### config.mk
export PLATFORM = sky130hd
export DESIGN_NAME = ignition_select_torque_handshake
export DESIGN_NICKNAME = d
export VERILOG_FILES = /design/src/hdl/README_unused.sv /design/src/hdl/ignition_pkg.sv /design/src/hdl/ign_timer_if.sv /design/src/hdl/coil_timer.sv /design/src/hdl/ignition_select_torque_handshake.sv
export VERILOG_INCLUDE_DIRS = /design/src /design/src/hdl
export SDC_FILE = /design/constraint.sdc
export NUM_CORES = 1
export LEC_CHECK = 0
export ABC_AREA = 1
export BUFFER_PORTS_ARGS = -buffer_cell sky130_fd_sc_hd__buf_2
export CORE_ASPECT_RATIO = 1.5
export CORE_MARGIN = 2
export CORE_UTILIZATION = 60
export CTS_CLUSTER_DIAMETER = 40
export DETAILED_ROUTE_END_ITERATION = 8
export HOLD_SLACK_MARGIN = 0.03
export PLACE_DENSITY = 0.79
export RECOVER_POWER = 25
export SKIP_LAST_GASP = 1
export SLEW_MARGIN = 25
export SYNTH_ARGS = -nofsm -noshare
export SYNTH_HDL_FRONTEND = slang
export SYNTH_HIERARCHICAL = 1
export SYNTH_SLANG_ARGS = --single-unit
### constraint.sdc
create_clock -name clk_in -period 2.2 [get_ports clk_in]
set_input_delay 0.22 -clock clk_in [delete_from_list [all_inputs] [get_ports clk_in]]
set_output_delay 0.22 -clock clk_in [all_outputs]
set_load 0.02 [all_outputs]
### src/hdl/ignition_regs.svh
// Constants for the ignition select and torque handshake block.
// Assumes a 25 MHz controller clock; times are given in their own unit.
`ifndef IGNITION_REGS_SVH
`define IGNITION_REGS_SVH

`define CLK_HZ 25000000
`define CYC_PER_MS (`CLK_HZ / 1000)
`define CYC_PER_US (`CLK_HZ / 1000000)

`define PERMIT_FREQ_HZ 50
`define PERMIT_HALF_CYC (`CLK_HZ / (2 * `PERMIT_FREQ_HZ))
`define REQ_TIMEOUT_MS 1500
`define REQ_TIMEOUT_CYC (`REQ_TIMEOUT_MS * `CYC_PER_MS)
`define CONFIRM_WIN_US 100
`define CONFIRM_WIN_CYC (`CONFIRM_WIN_US * `CYC_PER_US)

`define HALF_CNT_W 18
`define REQ_CNT_W 26
`define CONF_CNT_W 12
`define DELAY_W 4

`define COIL_A_BIT 0
`define COIL_B_BIT 1
`define COIL_C_BIT 2
`define COIL_NONE 3'h0
`define COIL_A 3'h1
`define COIL_B 3'h2
`define COIL_C 3'h4

`define DIAG_NONE 8'h00
`define DIAG_IGN_MISS 8'h2c
`define DIAG_LINK_FAULT 8'h3d

`endif

### src/hdl/README_unused.sv
// Intentionally empty.

### src/hdl/ignition_pkg.sv
// Types shared by the ignition select block and its crank-edge timer.
// Assumes the constants header is compiled alongside.
package ignition_pkg;
  typedef enum logic [1:0] {
    SEEK_RISE = 2'b01,
    SEEK_FALL = 2'b10
  } seek_state_t;

  typedef enum logic [2:0] {
    MODE_REFUSE = 3'b001,
    MODE_EXEC = 3'b010,
    MODE_PERMIT = 3'b100
  } torque_mode_t;

  typedef logic [3:0] delay_t;
endpackage : ignition_pkg

### src/hdl/ign_timer_if.sv
// Carrier between the ignition controller and its crank-edge firing timer.
// Assumes both ends share the controller clock.
`timescale 1ns/1ps
interface ign_timer_if;
  logic start;
  logic [3:0] delay;
  logic edge_seen;
  logic fire;
  modport ctrl (output start, output delay, output edge_seen, input fire);
  modport timer (input start, input delay, input edge_seen, output fire);
endinterface : ign_timer_if

### src/hdl/coil_timer.sv
// Crank-edge down counter that marks the firing instant.
// Assumes start and edge_seen are single-cycle pulses on clk_in.
`timescale 1ns/1ps
module coil_timer (
  input wire logic clk_in,
  input wire logic srst_in,
  ign_timer_if.timer bus
);
  import ignition_pkg::*;

  logic [3:0] cnt_q;
  logic [3:0] cnt_d;
  logic busy_q;
  logic busy_d;
  wire last_edge = busy_q && bus.edge_seen && (cnt_q == 4'h1);

  // A new start always wins so a late tooth never fires a stale pair
  assign bus.fire = last_edge && !bus.start;

  always_comb begin
    cnt_d = cnt_q;
    busy_d = busy_q;
    if (bus.start) begin
      cnt_d = (bus.delay == 4'h0) ? 4'h1 : bus.delay;
      busy_d = 1'b1;
    end else if (busy_q && bus.edge_seen) begin
      cnt_d = cnt_q - 4'h1;
      busy_d = (cnt_q != 4'h1);
    end
  end

  always_ff @(posedge clk_in) begin
    if (srst_in) begin
      cnt_q <= 4'h0;
      busy_q <= 1'b0;
    end else begin
      cnt_q <= cnt_d;
      busy_q <= busy_d;
    end
  end

  property p_fire_on_edge;
    @(posedge clk_in) disable iff (srst_in)
    bus.fire |=> !busy_q;
  endproperty
  a_fire_on_edge: assert property (p_fire_on_edge) else $error("timer still armed after firing");
endmodule : coil_timer

### src/hdl/ignition_select_torque_handshake.sv
// Cylinder pair selection, coil drive and torque-reduction handshake.
// Assumes crank, TDC and link request inputs arrive asynchronously and are resynchronised here.
`timescale 1ns/1ps
`include "ignition_regs.svh"

module ignition_select_torque_handshake #(
  parameter int unsigned PERMIT_HALF_CYC = `PERMIT_HALF_CYC,
  parameter int unsigned REQ_TIMEOUT_CYC = `REQ_TIMEOUT_CYC
) (
  input wire logic clk_in,
  input wire logic srst_in,
  input wire logic crank_in,
  input wire logic tdc_in,
  input wire logic ign_confirm_in,
  input wire logic engine_running_in,
  input wire logic torque_req_n_in,
  input wire logic coolant_cold_in,
  input wire logic [1:0] rpm_band_in,
  input wire logic [1:0] load_band_in,
  output logic coil_a_out,
  output logic coil_b_out,
  output logic coil_c_out,
  output ignition_pkg::delay_t spark_delay_out,
  output logic torque_status_out,
  output ignition_pkg::torque_mode_t torque_mode_out,
  output logic ign_miss_fault_out,
  output logic link_fault_out,
  output logic [7:0] diag_code_out
);
  import ignition_pkg::*;

  localparam int unsigned CONFIRM_CYC = `CONFIRM_WIN_CYC;

  // Crank edges to wait after pair detection; shift entries fire later
  localparam logic [3:0] NORMAL_TBL [0:15] = '{
    4'h3, 4'h3, 4'h2, 4'h2,
    4'h2, 4'h2, 4'h2, 4'h1,
    4'h2, 4'h1, 4'h1, 4'h1,
    4'h1, 4'h1, 4'h1, 4'h1
  };
  localparam logic [3:0] SHIFT_TBL [0:15] = '{
    4'h7, 4'h8, 4'h8, 4'h9,
    4'h6, 4'h7, 4'h8, 4'h9,
    4'h6, 4'h7, 4'h7, 4'h8,
    4'h5, 4'h6, 4'h7, 4'h8
  };

  function automatic logic [3:0] tbl_index(input logic [1:0] rpm, input logic [1:0] load);
    tbl_index = {rpm, load};
  endfunction : tbl_index

  function automatic delay_t pick_delay(input logic shift, input logic [3:0] idx);
    pick_delay = shift ? SHIFT_TBL[idx] : NORMAL_TBL[idx];
  endfunction : pick_delay

  // Synchronisers; the first stage feeds only the second
  logic crank_s1_q, crank_s2_q, crank_s3_q;
  logic tdc_s1_q, tdc_s2_q;
  logic req_s1_q, req_s2_q;

  always_ff @(posedge clk_in) begin
    if (srst_in) begin
      crank_s1_q <= 1'b0;
      crank_s2_q <= 1'b0;
      crank_s3_q <= 1'b0;
      tdc_s1_q <= 1'b0;
      tdc_s2_q <= 1'b0;
      req_s1_q <= 1'b1;
      req_s2_q <= 1'b1;
    end else begin
      crank_s1_q <= crank_in;
      crank_s2_q <= crank_s1_q;
      crank_s3_q <= crank_s2_q;
      tdc_s1_q <= tdc_in;
      tdc_s2_q <= tdc_s1_q;
      req_s1_q <= torque_req_n_in;
      req_s2_q <= req_s1_q;
    end
  end

  wire crank_rise = crank_s2_q && !crank_s3_q;
  wire crank_fall = !crank_s2_q && crank_s3_q;
  wire req_active = !req_s2_q;

  // Cylinder pair identification
  seek_state_t seek_q;
  seek_state_t seek_d;
  wire pick_b = crank_rise && tdc_s2_q;
  wire fall_check = crank_fall && (seek_q == SEEK_FALL);
  wire pick_c = fall_check && tdc_s2_q;
  wire pick_a = fall_check && !tdc_s2_q;
  wire ident = pick_a || pick_b || pick_c;
  wire [2:0] coil_sel = {pick_c, pick_b, pick_a};

  always_comb begin
    seek_d = seek_q;
    case (seek_q)
      SEEK_RISE: begin
        if (crank_rise && !tdc_s2_q) begin
          seek_d = SEEK_FALL;
        end
      end
      SEEK_FALL: begin
        if (crank_rise && tdc_s2_q) begin
          seek_d = SEEK_RISE;
        end else if (crank_fall) begin
          seek_d = SEEK_RISE;
        end
      end
      default: begin
        seek_d = SEEK_RISE;
      end
    endcase
  end

  // Torque handshake mode
  logic link_fault_q;
  torque_mode_t mode_q;
  torque_mode_t mode_d;
  wire refuse = coolant_cold_in || link_fault_q;

  always_comb begin
    if (refuse) begin
      mode_d = MODE_REFUSE;
    end else if (req_active) begin
      mode_d = MODE_EXEC;
    end else begin
      mode_d = MODE_PERMIT;
    end
  end

  // Spark timing source follows the registered mode
  wire shift_sel = (mode_q == MODE_EXEC);
  wire [3:0] spark_idx = tbl_index(rpm_band_in, load_band_in);
  wire [3:0] shift_delay = pick_delay(1'b1, tbl_index(rpm_band_in, load_band_in));
  delay_t delay_now;
  assign delay_now = pick_delay(shift_sel, spark_idx);

  ign_timer_if tif ();
  assign tif.start = ident;
  assign tif.delay = delay_now;
  assign tif.edge_seen = crank_rise || crank_fall;

  coil_timer u_timer (
    .clk_in(clk_in),
    .srst_in(srst_in),
    .bus(tif.timer)
  );

  // Coil drive: a fresh pair starts charging and overrides any pending fire
  logic [2:0] coil_q;
  logic [2:0] coil_d;
  delay_t delay_q;
  always_comb begin
    coil_d = coil_q;
    if (ident) begin
      coil_d = coil_sel;
    end else if (tif.fire) begin
      coil_d = `COIL_NONE;
    end
  end

  // Permit pattern: equal halves of the 50 Hz period
  logic [`HALF_CNT_W-1:0] half_cnt_q;
  logic toggle_q;
  wire half_tick = (half_cnt_q == `HALF_CNT_W'(PERMIT_HALF_CYC - 1));
  wire toggle_d = half_tick ? !toggle_q : toggle_q;
  logic status_q;
  logic status_d;
  always_comb begin
    case (mode_d)
      MODE_REFUSE: status_d = 1'b0;
      MODE_EXEC: status_d = 1'b1;
      MODE_PERMIT: status_d = toggle_d;
      default: status_d = 1'b0;
    endcase
  end

  // Request timeout, counted only while the request stays low
  logic [`REQ_CNT_W-1:0] req_cnt_q;
  wire req_timeout = req_active && (req_cnt_q == `REQ_CNT_W'(REQ_TIMEOUT_CYC - 1));

  // Confirmation window after each firing
  logic conf_arm_q;
  logic [`CONF_CNT_W-1:0] conf_cnt_q;
  logic ign_miss_q;
  wire conf_expire = conf_arm_q && (conf_cnt_q == `CONF_CNT_W'(0)) && !ign_confirm_in;
  wire miss_set = conf_expire && engine_running_in;
  logic [7:0] diag_q;

  always_ff @(posedge clk_in) begin
    if (srst_in) begin
      seek_q <= SEEK_RISE;
      coil_q <= `COIL_NONE;
      delay_q <= 4'h0;
      mode_q <= MODE_REFUSE;
      status_q <= 1'b0;
      half_cnt_q <= '0;
      toggle_q <= 1'b0;
    end else begin
      seek_q <= seek_d;
      coil_q <= coil_d;
      delay_q <= ident ? delay_now : delay_q;
      mode_q <= mode_d;
      status_q <= status_d;
      half_cnt_q <= half_tick ? '0 : half_cnt_q + 1'b1;
      toggle_q <= toggle_d;
    end
  end

  always_ff @(posedge clk_in) begin
    if (srst_in) begin
      req_cnt_q <= '0;
      link_fault_q <= 1'b0;
      conf_arm_q <= 1'b0;
      conf_cnt_q <= '0;
      ign_miss_q <= 1'b0;
      diag_q <= `DIAG_NONE;
    end else begin
      // Holds at the limit so the timeout stays flagged while the request stays low
      req_cnt_q <= !req_active ? '0 : (req_timeout ? req_cnt_q : req_cnt_q + 1'b1);
      // Faults stay latched until reset; only srst_in clears the memory
      link_fault_q <= link_fault_q || req_timeout;
      ign_miss_q <= ign_miss_q || miss_set;
      if (tif.fire) begin
        conf_arm_q <= 1'b1;
        conf_cnt_q <= `CONF_CNT_W'(CONFIRM_CYC - 1);
      end else if (ign_confirm_in || conf_expire) begin
        conf_arm_q <= 1'b0;
      end else if (conf_arm_q) begin
        conf_cnt_q <= conf_cnt_q - 1'b1;
      end
      if (req_timeout && !link_fault_q) begin
        diag_q <= `DIAG_LINK_FAULT;
      end else if (miss_set && !ign_miss_q) begin
        diag_q <= `DIAG_IGN_MISS;
      end
    end
  end

  assign coil_a_out = coil_q[`COIL_A_BIT];
  assign coil_b_out = coil_q[`COIL_B_BIT];
  assign coil_c_out = coil_q[`COIL_C_BIT];
  assign spark_delay_out = delay_q;
  assign torque_status_out = status_q;
  assign torque_mode_out = mode_q;
  assign ign_miss_fault_out = ign_miss_q;
  assign link_fault_out = link_fault_q;
  assign diag_code_out = diag_q;

  property p_pick_b;
    @(posedge clk_in) disable iff (srst_in)
    (crank_rise && tdc_s2_q) |=> (coil_q == `COIL_B);
  endproperty
  a_pick_b: assert property (p_pick_b) else $error("driver B not charged on TDC high rise");

  property p_pick_c;
    @(posedge clk_in) disable iff (srst_in)
    (crank_fall && seek_q == SEEK_FALL && tdc_s2_q) |=> (coil_q == `COIL_C);
  endproperty
  a_pick_c: assert property (p_pick_c) else $error("driver C not charged on low then high");

  property p_pick_a;
    @(posedge clk_in) disable iff (srst_in)
    (crank_fall && seek_q == SEEK_FALL && !tdc_s2_q) |=> (coil_q == `COIL_A);
  endproperty
  a_pick_a: assert property (p_pick_a) else $error("driver A not charged on low then low");

  property p_fire_release;
    @(posedge clk_in) disable iff (srst_in)
    (tif.fire && !ident) |=> (coil_q == `COIL_NONE);
  endproperty
  a_fire_release: assert property (p_fire_release) else $error("coil still on after firing");

  property p_shift_table;
    @(posedge clk_in) disable iff (srst_in)
    (ident && mode_q == MODE_EXEC) |=> (delay_q == $past(shift_delay));
  endproperty
  a_shift_table: assert property (p_shift_table) else $error("shift delay not taken from shift table");

  property p_exec_high;
    @(posedge clk_in) disable iff (srst_in)
    (mode_q == MODE_EXEC) |-> status_q;
  endproperty
  a_exec_high: assert property (p_exec_high) else $error("status low while executing");

  property p_cancel;
    @(posedge clk_in) disable iff (srst_in)
    $rose(req_s2_q) |=> (mode_q != MODE_EXEC);
  endproperty
  a_cancel: assert property (p_cancel) else $error("shift mode kept after cancel");

  property p_cold_refuse;
    @(posedge clk_in) disable iff (srst_in)
    coolant_cold_in |=> (!status_q && mode_q == MODE_REFUSE);
  endproperty
  a_cold_refuse: assert property (p_cold_refuse) else $error("status not low with cold coolant");

  property p_permit_toggle;
    @(posedge clk_in) disable iff (srst_in)
    (half_tick && mode_d == MODE_PERMIT) |=> (status_q == !$past(toggle_q));
  endproperty
  a_permit_toggle: assert property (p_permit_toggle) else $error("permit pattern did not toggle");

  property p_timeout;
    @(posedge clk_in) disable iff (srst_in)
    req_timeout |=> link_fault_q && diag_code_out != `DIAG_NONE ##1 (!status_q && mode_q == MODE_REFUSE);
  endproperty
  a_timeout: assert property (p_timeout) else $error("request timeout not latched as refusal");

  property p_miss;
    @(posedge clk_in) disable iff (srst_in)
    miss_set |=> ign_miss_q;
  endproperty
  a_miss: assert property (p_miss) else $error("missed ignition not latched");

  property p_sync;
    @(posedge clk_in) disable iff (srst_in)
    crank_rise |-> ($past(crank_in, 2) && !$past(crank_in, 3));
  endproperty
  a_sync: assert property (p_sync) else $error("crank edge not two stages behind pin");

  property p_excl;
    @(posedge clk_in) disable iff (srst_in)
    $onehot(mode_q);
  endproperty
  a_excl: assert property (p_excl) else $error("handshake modes overlap");

  property p_refuse_first;
    @(posedge clk_in) disable iff (srst_in)
    refuse |=> (mode_q == MODE_REFUSE);
  endproperty
  a_refuse_first: assert property (p_refuse_first) else $error("refusal did not take priority");
endmodule : ignition_select_torque_handshake

# Word level (Yosys, flattened, before mapping)
# Memory sizes are Yosys's and may differ from the RTL's.
# Cells that the tools add are included.
# totals
ff_bits	90
rom_bits	128
input_bits	12
memories	2
# op_classes
add_sub_neg	4
order_cmp	1
n_eq_ne	12
muxes	27
bitwise_logic	2
n_reduce_logical	45
# memory_table
name	depth	word_bits	rd	rd_ports_with_merged_regs	wr	line_no	rtl
(name not given)	16	4	1	0	0	ignition_select_torque_handshake.sv:53	pick_delay = shift ? SHIFT_TBL[idx] : NORMAL_TBL[idx];
(name not given)	16	4	1	0	0	ignition_select_torque_handshake.sv:53	
# op_table
operator	n
12-bit 2-to-1 mux	3
4-bit 2-to-1 mux	8
26-bit by 1-bit adder with 26-bit output (second input constant)	1
26-bit == test (second input constant)	1
18-bit by 1-bit adder with 18-bit output (second input constant)	1
18-bit == test (second input constant)	1
1-bit logical AND	16
12-bit zero test	1
3-bit 2-to-1 mux	4
6-bit 2-to-1 mux	2
12-bit by 1-bit subtractor with 12-bit output (second input constant)	1
2-bit nonzero test	5
1-bit zero test	9
1-bit logical OR	7
3-bit by 2-bit == test with 1-bit output (second input constant)	2
2-bit 2-to-1 mux	3
2-bit AND reduction	3
2-bit OR reduction	3
5-bit greater-or-equal comparator (second input constant)	1
1-bit 2-to-1 mux	5
4-bit NOT with 5-bit output	1
4-bit by 1-bit == test with 1-bit output (second input constant)	1
4-bit zero test	1
2-bit inequality test (second input constant)	2
9 further kinds	9

# Longest topological paths before layout
# Gate-level depths: netlist of the first run.
# logic_depth
word_depth	10
mapped_depth	14

# Modules after synthesis
# The synthesis of the first run kept the hierarchy.
# modules_own_cells
module	instances	cells_each	area_each_um2	seq_area_each_um2
ignition_select_torque_handshake	1	623	4289.1	1641.6
coil_timer	1	52	361.6	100.1

# Worst setup path before layout of the first run
# OpenSTA, ideal clock, no wires.
# synth_path
kind	reg-to-reg
start	register crank_s2_q
end	register conf_cnt_q[1]
setup_time_ps	70
arrival_time_ps	1651
required_time_ps	2130
path_slack_ps	479
path_stages_with_launch	12
cell_sequence	dfxtp_1 -> inv_1 -> ha_1 -> nand3_1 -> nand2_1 -> buf_6 -> nor3_2 -> inv_1 -> clkbuf_1 -> nand2_1 -> o21ai_0 -> a21oi_1
# synth_via
elab_chain_len	10
# synth_rtl
item	line_no	rtl
start, declared	ignition_select_torque_handshake.sv:57	logic crank_s1_q, crank_s2_q, crank_s3_q;
start signal, assigned	ignition_select_torque_handshake.sv:72	crank_s2_q <= crank_s1_q;
1-bit zero test	ignition_select_torque_handshake.sv:82	wire crank_fall = !crank_s2_q && crank_s3_q;
1-bit logical AND	ignition_select_torque_handshake.sv:82	
1-bit logical AND	ignition_select_torque_handshake.sv:89	wire fall_check = crank_fall && (seek_q == SEEK_FALL);
1-bit logical AND	ignition_select_torque_handshake.sv:91	wire pick_a = fall_check && !tdc_s2_q;
1-bit logical OR	ignition_select_torque_handshake.sv:92	wire ident = pick_a || pick_b || pick_c;
1-bit logical OR *	ignition_select_torque_handshake.sv:92	
named net ident	ignition_select_torque_handshake.sv:92	
1-bit zero test *	coil_timer.sv:18	assign bus.fire = last_edge && !bus.start;
1-bit logical AND *	coil_timer.sv:18	
named net tif.fire	ign_timer_if.sv:8	logic fire;
2-bit inequality test (no source line) or 2-bit nonzero test (tied branches)	n/a	
2-bit AND reduction (no source line)	n/a	
end signal, assigned	ignition_select_torque_handshake.sv:227	conf_cnt_q <= `CONF_CNT_W'(CONFIRM_CYC - 1);
end signal, assigned	ignition_select_torque_handshake.sv:231	conf_cnt_q <= conf_cnt_q - 1'b1;
end, declared	ignition_select_torque_handshake.sv:185	logic [`CONF_CNT_W-1:0] conf_cnt_q;
# The timed path passes the listed nets; every way through them passes the cells marked *.
# A chain may end at the register's enable or synchronous reset.

# Worst setup path in the final report of the first run
# layout_path
start	register mode_q[1], in the netlist torque_mode_out[1]
end	register u_timer.cnt_q[0]
# layout_via
elab_chain_len	5
# layout_rtl
item	line_no	rtl
start, declared	ignition_select_torque_handshake.sv:118	torque_mode_t mode_q;
start signal, assigned	ignition_select_torque_handshake.sv:204	mode_q <= mode_d;
3-bit by 2-bit == test with 1-bit output	ignition_select_torque_handshake.sv:133	wire shift_sel = (mode_q == MODE_EXEC);
4-bit 2-to-1 mux	ignition_select_torque_handshake.sv:53	
named net delay_now[1]	ignition_select_torque_handshake.sv:136	delay_t delay_now;
4-bit zero test	coil_timer.sv:24	cnt_d = (bus.delay == 4'h0) ? 4'h1 : bus.delay;
4-bit 2-to-1 mux	coil_timer.sv:24	
4-bit 2-to-1 mux	coil_timer.sv:23	if (bus.start) begin
end signal, assigned	coil_timer.sv:37	cnt_q <= cnt_d;
end, declared	coil_timer.sv:11	logic [3:0] cnt_q;
# The timed path passes the listed nets, and every way through them passes these cells.

==> impl_metrics.py, run 1 <==
metrics = {
    "run_status": {
        "outcome": "completed",
    },
    "place": {
        "dpl.hpwl_mm": 8.01,
        "port_buffers": 29,
        "globalplace.congestion": 0.987,
    },
    "yosys": {
        "ys_top_cells_by_area": "dfxtp_1 37%, nand2_1 11%, inv_1 8.5%, nor2_1 6.7%, nand3_1 5.0%",
        "synth-async-reset-ratio": 0,
        "ys_seq_area_frac": 0.374,
        "synth.avg_cell_area_um2": 6.89,
        "netlist_instances": 675,
        "synth_cell_type_count": 42,
        "synth_top_area_frac": 0.374,
        "synth-edff-count": 0,
        "synth_seq_cells": 87,
        "yosysWarnings": 6,
        "synth_ff_type": "dfxtp_1",
        "yosysTopAreaCell": "dfxtp_1",
        "syn_area_mm2": 0.00465,
    },
    "routing": {
        "drt.antenna.violating_nets": 0,
        "post_drt_via_cell_ratio": 5.31,
        "first_iter_violations": 194,
        "routed_wl_mm": 10.7,
        "drc_errors": 0,
        "vias": 4308,
        "dr.pass1.iters": 4,
        "post_drt_wl_per_cell_um": 13.2,
    },
    "worst_setup_path": {
        "rrSetupSlack_ps": 400,
        "crit_fanout": 5,
        "crit_type": "reg -> reg",
        "reg2reg_to": "u_timer/cnt_q[0]$_SDFFE_PP0P_",
        "crit_end": "u_timer/cnt_q[0]$_SDFFE_PP0P_",
        "r2r-start": "torque_mode_out[1]$_SDFF_PP0_",
        "startpoint_type": "register",
        "required_ps": 2460,
        "crit_arrival_ps": 2070,
        "setup.worst_path.end_class": "register",
        "cp-startpoint": "torque_mode_out[1]$_SDFF_PP0_",
        "worstRegToRegCells": 11,
    },
    "layout": {
        "final_layout_size_suffix_gt1_frac": 0.109,
        "final_cell_mix": "136 x nand2_1, 105 x inv_1, 87 x dfxtp_1, 83 x nor2_1, 46 x nand3_1",
        "fill_cells": 677,
        "diodes": 0,
        "area_growth_pct": 10.5,
        "fin_nets": 726,
        "final_common_cell": "nand2_1",
    },
    "timing": {
        "fin_crit_ps": 1800,
        "final-setup-viol-count": 0,
        "period_share": 0.820,
        "worstMarginPinSlew_ps": 598,
        "hold_slack_ps": 91.7,
        "tns_ps": 0,
        "rsz0062_at_grt": "false",
        "max_freq_mhz": 554,
        "maxSlewHeadroom": 0.602,
        "hold_violations": 0,
        "final_max_slew_viol_count": 0,
        "skew_ps": 4.41,
    },
    "cts": {
        "cts_setup_buffers": 0,
        "post_cts_resized": 0,
        "clkTransAtPathRegs_ps": 60,
        "clk_latency_ps": 340,
        "root_buffer": "clkbuf_16",
        "cts_tree": "built",
        "cts_buffer_depth": 2,
        "numCtsBuffers": 9,
        "clock_sinks": 87,
        "htree_levels": 3,
        "cts_hold_buf": 0,
    },
    "die": {
        "dieArea_mm2": 0.00849,
        "core-area_mm2": 0.00756,
        "die_width_um": 75.9,
        "io_pins": 33,
        "die_h_um": 112,
        "fp-row-count": 39,
        "initial_core_util": 0.615,
    },
    "grt": {
        "grt_max_degree": 19,
        "overflow": 0,
        "grt_use_met2": 0.483,
        "grt_util_met3": 0.0380,
        "antenna_found_initial": 0,
        "grt_use_met1": 0.274,
        "grt_usage": 0.266,
        "grt_busiest_layer": "met2",
        "grt_first_pass_wirelength_mm": 17.5,
        "grt_pass1_vias": 4055,
    },
    "run": {
        "max_cap_viol_count": 0,
    },
    "power_and_ir_drop": {
        "peakVddDrop_v": 0.000445,
        "p_sw_mw": 0.704,
        "p_comb_frac": 0.040,
        "p_clk_frac": 0.473,
        "power_density_mw_per_mm2": 645,
        "p_int_mw": 2.61,
        "sw_frac_of_total": 0.213,
        "leakage_nw": 2.03,
        "p_seq_frac": 0.487,
    },
    "hold_path": {
        "min_path_type": "in -> reg",
    },
}
[worst max-delay path: stages, from the launching register on]
cell and delay, ps:
dfxtp_1 330, inv_1 40, nor3_1 380, inv_1 100, o21ai_0 90, a21boi_0 260
inv_1 100, nor2_1 110, nand2_1 70, nand2_1 70, nand2_1 50, a21oi_1 120
[final cells by class]
type / count / area, um^2 / share of cell area
inverters: 112 / 428 / 0.0833
multi-input cells: 463 / 2390 / 0.465
well taps: 102 / 128 / 0.0248
repair buffers: 32 / 141 / 0.0275
clock inverters: 2 / 38.8 / 0.00755
clock buffers: 13 / 270 / 0.0526
flip-flops and latches: 87 / 1740 / 0.339
[flip-flops by register name, indices dropped and copies added, names as in the netlist, 2 cells and up]
register and flops:
req_cnt_q 26, half_cnt_q 18, conf_cnt_q 12, spark_delay_out 4, u_timer/cnt_q 4, coil_q 3, torque_mode_out 3, diag_code_out 2
seek_q 2
[kinds of logic (layout without fill, tap and decap cells)]
family,count (synthesis),after routing,synth area share
AND/OR/NAND/NOR,357,357,0.368
buffers and inverters,127,159,0.113
flip-flops,87,87,0.374
AO/OA/AOI/OAI,79,79,0.0907
XOR/XNOR,15,15,0.0282
adder cells (fa/ha/maj),9,9,0.0242
other,1,3,0.000806
[routing by layer]
layer	vias up	share of wire
met2	95	0.54
met5	-	0
met1	1973	0.39
met4	0	0.045
met3	45	0.030
li1	2195	-
[power groups by stage]
stage	clock [mW]	sequential, mW	combinational [mW]
2_1_floorplan	0	1.65	0.0938
3_3_place_gp	0	1.65	0.129
3_5_place_dp	0	1.65	0.134
4_1_cts	1.58	1.61	0.135
5_1_grt	1.66	1.62	0.153
6_report	1.57	1.61	0.132
[cells in the mapped netlist, types with 6 or more instances]
cell	number
nor3_1	26
buf_4	7
nand3b_1	6
o21ai_0	23
nor2_1	83
nor3_2	7
xor2_1	13
nand2_1	136
nor2_2	11
nand3_2	6
a21oi_1	45
inv_1	105
dfxtp_1	87
nand4_1	16
nand3_1	46
ha_1	9
[metrics by stage]
| step | std cells | total power [mW] | area (um^2) | util | setup WS (ps) |
|---|---|---|---|---|---|
| after global routing | 811 | 3.43 | 5140 | 0.679 | 208 |
| after CTS | 811 | 3.33 | 5160 | 0.683 | 422 |
| after global placement | 796 | 1.78 | 4850 | 0.642 | 500 |
| after floorplan | 677 | 1.75 | 4660 | - | 479 |
| final | 811 | 3.31 | 5140 | 0.679 | 395 |
| after detailed placement | 796 | 1.78 | 4850 | 0.642 | 445 |
[worst min path at each step]
| stage | from | endpoint | slack (ps) | depth (start not counted) |
|---|---|---|---|---|
| floorplan | srst_in | u_timer/cnt_q[3]$_SDFFE_PP0P_ | 280 | 1 |
| global placement | tdc_s1_q$_SDFF_PP0_ | tdc_s2_q$_SDFF_PP0_ | 390 | 2 |
| detailed placement | tdc_s1_q$_SDFF_PP0_ | tdc_s2_q$_SDFF_PP0_ | 410 | 2 |
| CTS | crank_in | crank_s1_q$_SDFF_PP0_ | 100 | 3 |
| global route | torque_req_n_in | req_s1_q$_SDFF_PP1_ | 90 | 2 |
| finish | crank_in | crank_s1_q$_SDFF_PP0_ | 90 | 3 |
Note: power is estimated with default switching activity, not from simulation.
==> inputs of run 2 (changes only) <==
- ABC_AREA: 1 -> 0
- PLACE_DENSITY: 0.79 -> 0.8
- clock period: 2.2 -> 1.7 ns (I/O delays scaled with it)
==> run 2 against run 1 <==
  * Routed wire length grew 4.7%
  * Combinational power up 50%
  * Critical endpoint is now conf_cnt_q[8]$_SDFFE_PP0P_
  * The run now ends with setup timing left
  * Utilization is 16 points higher
  * Clock skew grew 6.8 ps
  * Hold slack got worse by 40 ps
  * Global-route usage rose by 1.7 points
  * Via count shrank 3.5%
  * Highest routed layer unchanged
  * Maximum frequency shrank 12%
  * Largest power group unchanged
  * Non-clock buffer count is 92 higher
  * Total power grew 12%
==> impl_metrics.py, run 2 <==
metrics = {
    "run_status": {
        "outcome": "finished, violations left",
        "violations": "setup timing",
    },
    "hold_path": {
        "worstHoldStart": "crank_in",
        "hold_path_end": "crank_s1_q$_SDFF_PP0_",
        "min_path_type": "in -> reg",
        "min_path_cells": 2,
    },
    "worst_setup_path": {
        "crit_arrival_ps": 2340,
        "crit_type": "reg -> reg",
        "reg2reg_to": "conf_cnt_q[8]$_SDFFE_PP0P_",
        "setup.worst_path.end_class": "register",
        "rrSetupSlack_ps": -350,
        "crit_fanout": 5,
        "r2r-start": "conf_cnt_q[0]$_SDFFE_PP0P_",
        "worstRegToRegCells": 6,
        "required_ps": 1980,
        "startpoint_type": "register",
    },
    "yosys": {
        "synth_xor_area_frac": 0.0485,
        "synthSimpleGateAreaFrac": 0.296,
        "synth_ff_type": "dfxtp_1",
        "netlist_top_cells_count": "87 x dfxtp_1, 48 x nor2_1, 39 x a21oi_1",
        "synth_cell_type_count": 61,
        "synth_seq_cells": 87,
        "synth.avg_cell_area_um2": 8.59,
        "netlist_instances": 484,
        "ys_seq_area_frac": 0.419,
        "syn_area_mm2": 0.00416,
        "synth_compound_area_frac": 0.153,
        "ys_top_cells_by_area": "dfxtp_1 42%, a21oi_1 4.7%, nor2_1 4.3%, or4_1 3.6%, or3_1 3.2%",
        "synth.most_common_cell": "dfxtp_1",
        "synth-edff-count": 0,
        "synth_top_area_frac": 0.419,
        "synthAdderAreaFrac": 0.0271,
        "synth_mux_area_frac": 0.00481,
        "yosysTopAreaCell": "dfxtp_1",
        "yosysWarnings": 6,
        "synth_top_family_by_area": "simple AND/OR/NAND/NOR gates",
        "synth-async-reset-ratio": 0,
    },
    "die": {
        "die_h_um": 106,
        "initial_core_util": 0.611,
        "die_width_um": 72.0,
        "dieArea_mm2": 0.00763,
        "io_pins": 33,
        "core-area_mm2": 0.00681,
        "fp-row-count": 37,
    },
    "grt": {
        "grt_max_degree": 24,
        "grt_pass1_vias": 3935,
        "grt_usage": 0.283,
        "overflow": 0,
        "grt_first_pass_wirelength_mm": 17.3,
        "antenna_found_initial": 0,
    },
    "layout": {
        "final_layout_size_suffix_gt1_frac": 0.420,
        "final_cell_mix": "85 x buf_4, 68 x dfxtp_1, 46 x nor2_1, 29 x buf_2, 26 x a21oi_1",
        "multi_input_area_mm2": 0.00266,
        "diodes": 0,
        "final_common_cell": "buf_4",
        "fill_cells": 354,
        "largest_reg_flops": 26,
        "reg_top3": "req_cnt_q (26), half_cnt_q (18), conf_cnt_q (12)",
        "seq_area_mm2": 0.00178,
        "finish.instance_area_mm2": 0.00572,
        "fin_nets": 618,
        "finalNonFillerCells": 678,
        "top_register": "req_cnt_q",
        "area_growth_pct": 37.6,
    },
    "place": {
        "globalplace.congestion": 0.870,
        "dpl.hpwl_mm": 6.85,
        "placed_area_mm2": 0.00499,
        "port_buffers": 29,
        "dp.cells": 642,
    },
    "timing": {
        "fin_crit_ps": 2050,
        "worstMarginPinSlew_ps": 605,
        "skew_ps": 11.2,
        "final-setup-viol-count": 48,
        "final_max_slew_viol_count": 0,
        "maxSlewHeadroom": 0.594,
        "hold_slack_ps": 51.8,
        "max_freq_mhz": 488,
        "period_share": 1.21,
        "hold_violations": 0,
        "rsz0062_at_grt": "true",
        "worst_slack_ps": -351,
    },
    "cts": {
        "clock_sinks": 87,
        "clk_latency_ps": 360,
        "cts_tree": "built",
        "htree_levels": 3,
        "cts_buffer_depth": 2,
        "root_buffer": "clkbuf_8",
        "numCtsBuffers": 9,
        "clkTransAtPathRegs_ps": 90,
    },
    "routing": {
        "drc_errors": 0,
        "post_drt_via_cell_ratio": 6.13,
        "first_iter_violations": 236,
        "post_drt_wl_per_cell_um": 16.5,
        "vias": 4156,
        "dr.pass1.iters": 5,
        "routed_wl_mm": 11.2,
        "drt.antenna.violating_nets": 0,
    },
    "power_and_ir_drop": {
        "leakage_nw": 2.17,
        "power_density_mw_per_mm2": 652,
        "peakVddDrop_v": 0.000936,
    },
    "run": {
        "max_cap_viol_count": 0,
    },
}
-- run 2: timing repair --
| item | 4_1_cts | 5_1_grt |
|---|---|---|
| gates resized for setup | 47 | 49 |
| buffers inserted | 15 | 5 |
| hold buffers | 2 | 0 |
| pin swaps | 30 | 27 |
| hold endpoints to repair | 2 | 0 |
| gates cloned | 2 | 0 |
| setup endpoints to repair | 48 | 58 |
-- run 2: final cells by class --
cell class / count / area share
Clock buffer: 10 / 0.0260
Clock inverter: 4 / 0.00787
Inverter: 22 / 0.0149
Multi-Input combinational cell: 353 / 0.466
Sequential cell: 87 / 0.311
Tap cell: 78 / 0.0171
Timing Repair Buffer: 124 / 0.158
-- run 2: critical path, cell delays in order (launching register included) --
cell	delay (ps)
dfxtp_2	350
inv_2	80
ha_4	130
or3b_4	400
or3_4	410
or4_4	440
a31oi_1	170
-- run 2: worst max path at each step --
stage | from | to
2_1_floorplan | conf_cnt_q[0]$_SDFFE_PP0P_ | conf_cnt_q[8]$_SDFFE_PP0P_
3_3_place_gp | conf_cnt_q[0]$_SDFFE_PP0P_ | conf_cnt_q[3]$_SDFFE_PP0P_
3_5_place_dp | conf_cnt_q[0]$_SDFFE_PP0P_ | conf_cnt_q[3]$_SDFFE_PP0P_
4_1_cts | half_cnt_q[8]$_SDFF_PP0_ | torque_status_out$_SDFF_PP0_
5_1_grt | conf_cnt_q[0]$_SDFFE_PP0P_ | conf_cnt_q[5]$_SDFFE_PP0P_
6_report | conf_cnt_q[0]$_SDFFE_PP0P_ | conf_cnt_q[8]$_SDFFE_PP0P_
-- run 2: where the power goes --
part | switching [mW] | internal [mW] | leakage, nW
Sequential | 0.0162 | 2.05 | 0.714
Combinational | 0.114 | 0.0841 | 1.36
Clock | 0.719 | 0.745 | 0.103
Total | 0.849 | 2.88 | 2.17
-- run 2: cells by family (layout without fill, tap and decap cells) --
kind of cell / Yosys count / count (layout)
xor+xnor: 23 / 23
other cells: 1 / 3
compound gates: 98 / 98
mux: 2 / 2
fa+ha+maj: 9 / 9
buf+inv: 48 / 160
flops: 87 / 87
simple gates: 216 / 218
-- run 2: stage by stage --
stage | setup slack (ps) | TNS, ps | total power, mW | utilization
2_1_floorplan | -270 | -5340 | 2.22 | -
3_3_place_gp | -235 | -6080 | 2.28 | 0.733
3_5_place_dp | -311 | -8250 | 2.29 | 0.733
4_1_cts | -281 | -7930 | 3.72 | 0.807
5_1_grt | -381 | -11080 | 3.84 | 0.841
6_report | -351 | -8250 | 3.73 | 0.841
-- run 2: layer usage --
metal | vias to the layer above | GRT usage | share of wire
met4 | 0 | 0.116 | 0.031
met3 | 32 | 0.0540 | 0.040
met2 | 138 | 0.507 | 0.53
met1 | 2001 | 0.322 | 0.40
li1 | 1985 | - | -
met5 | - | 0 | 0
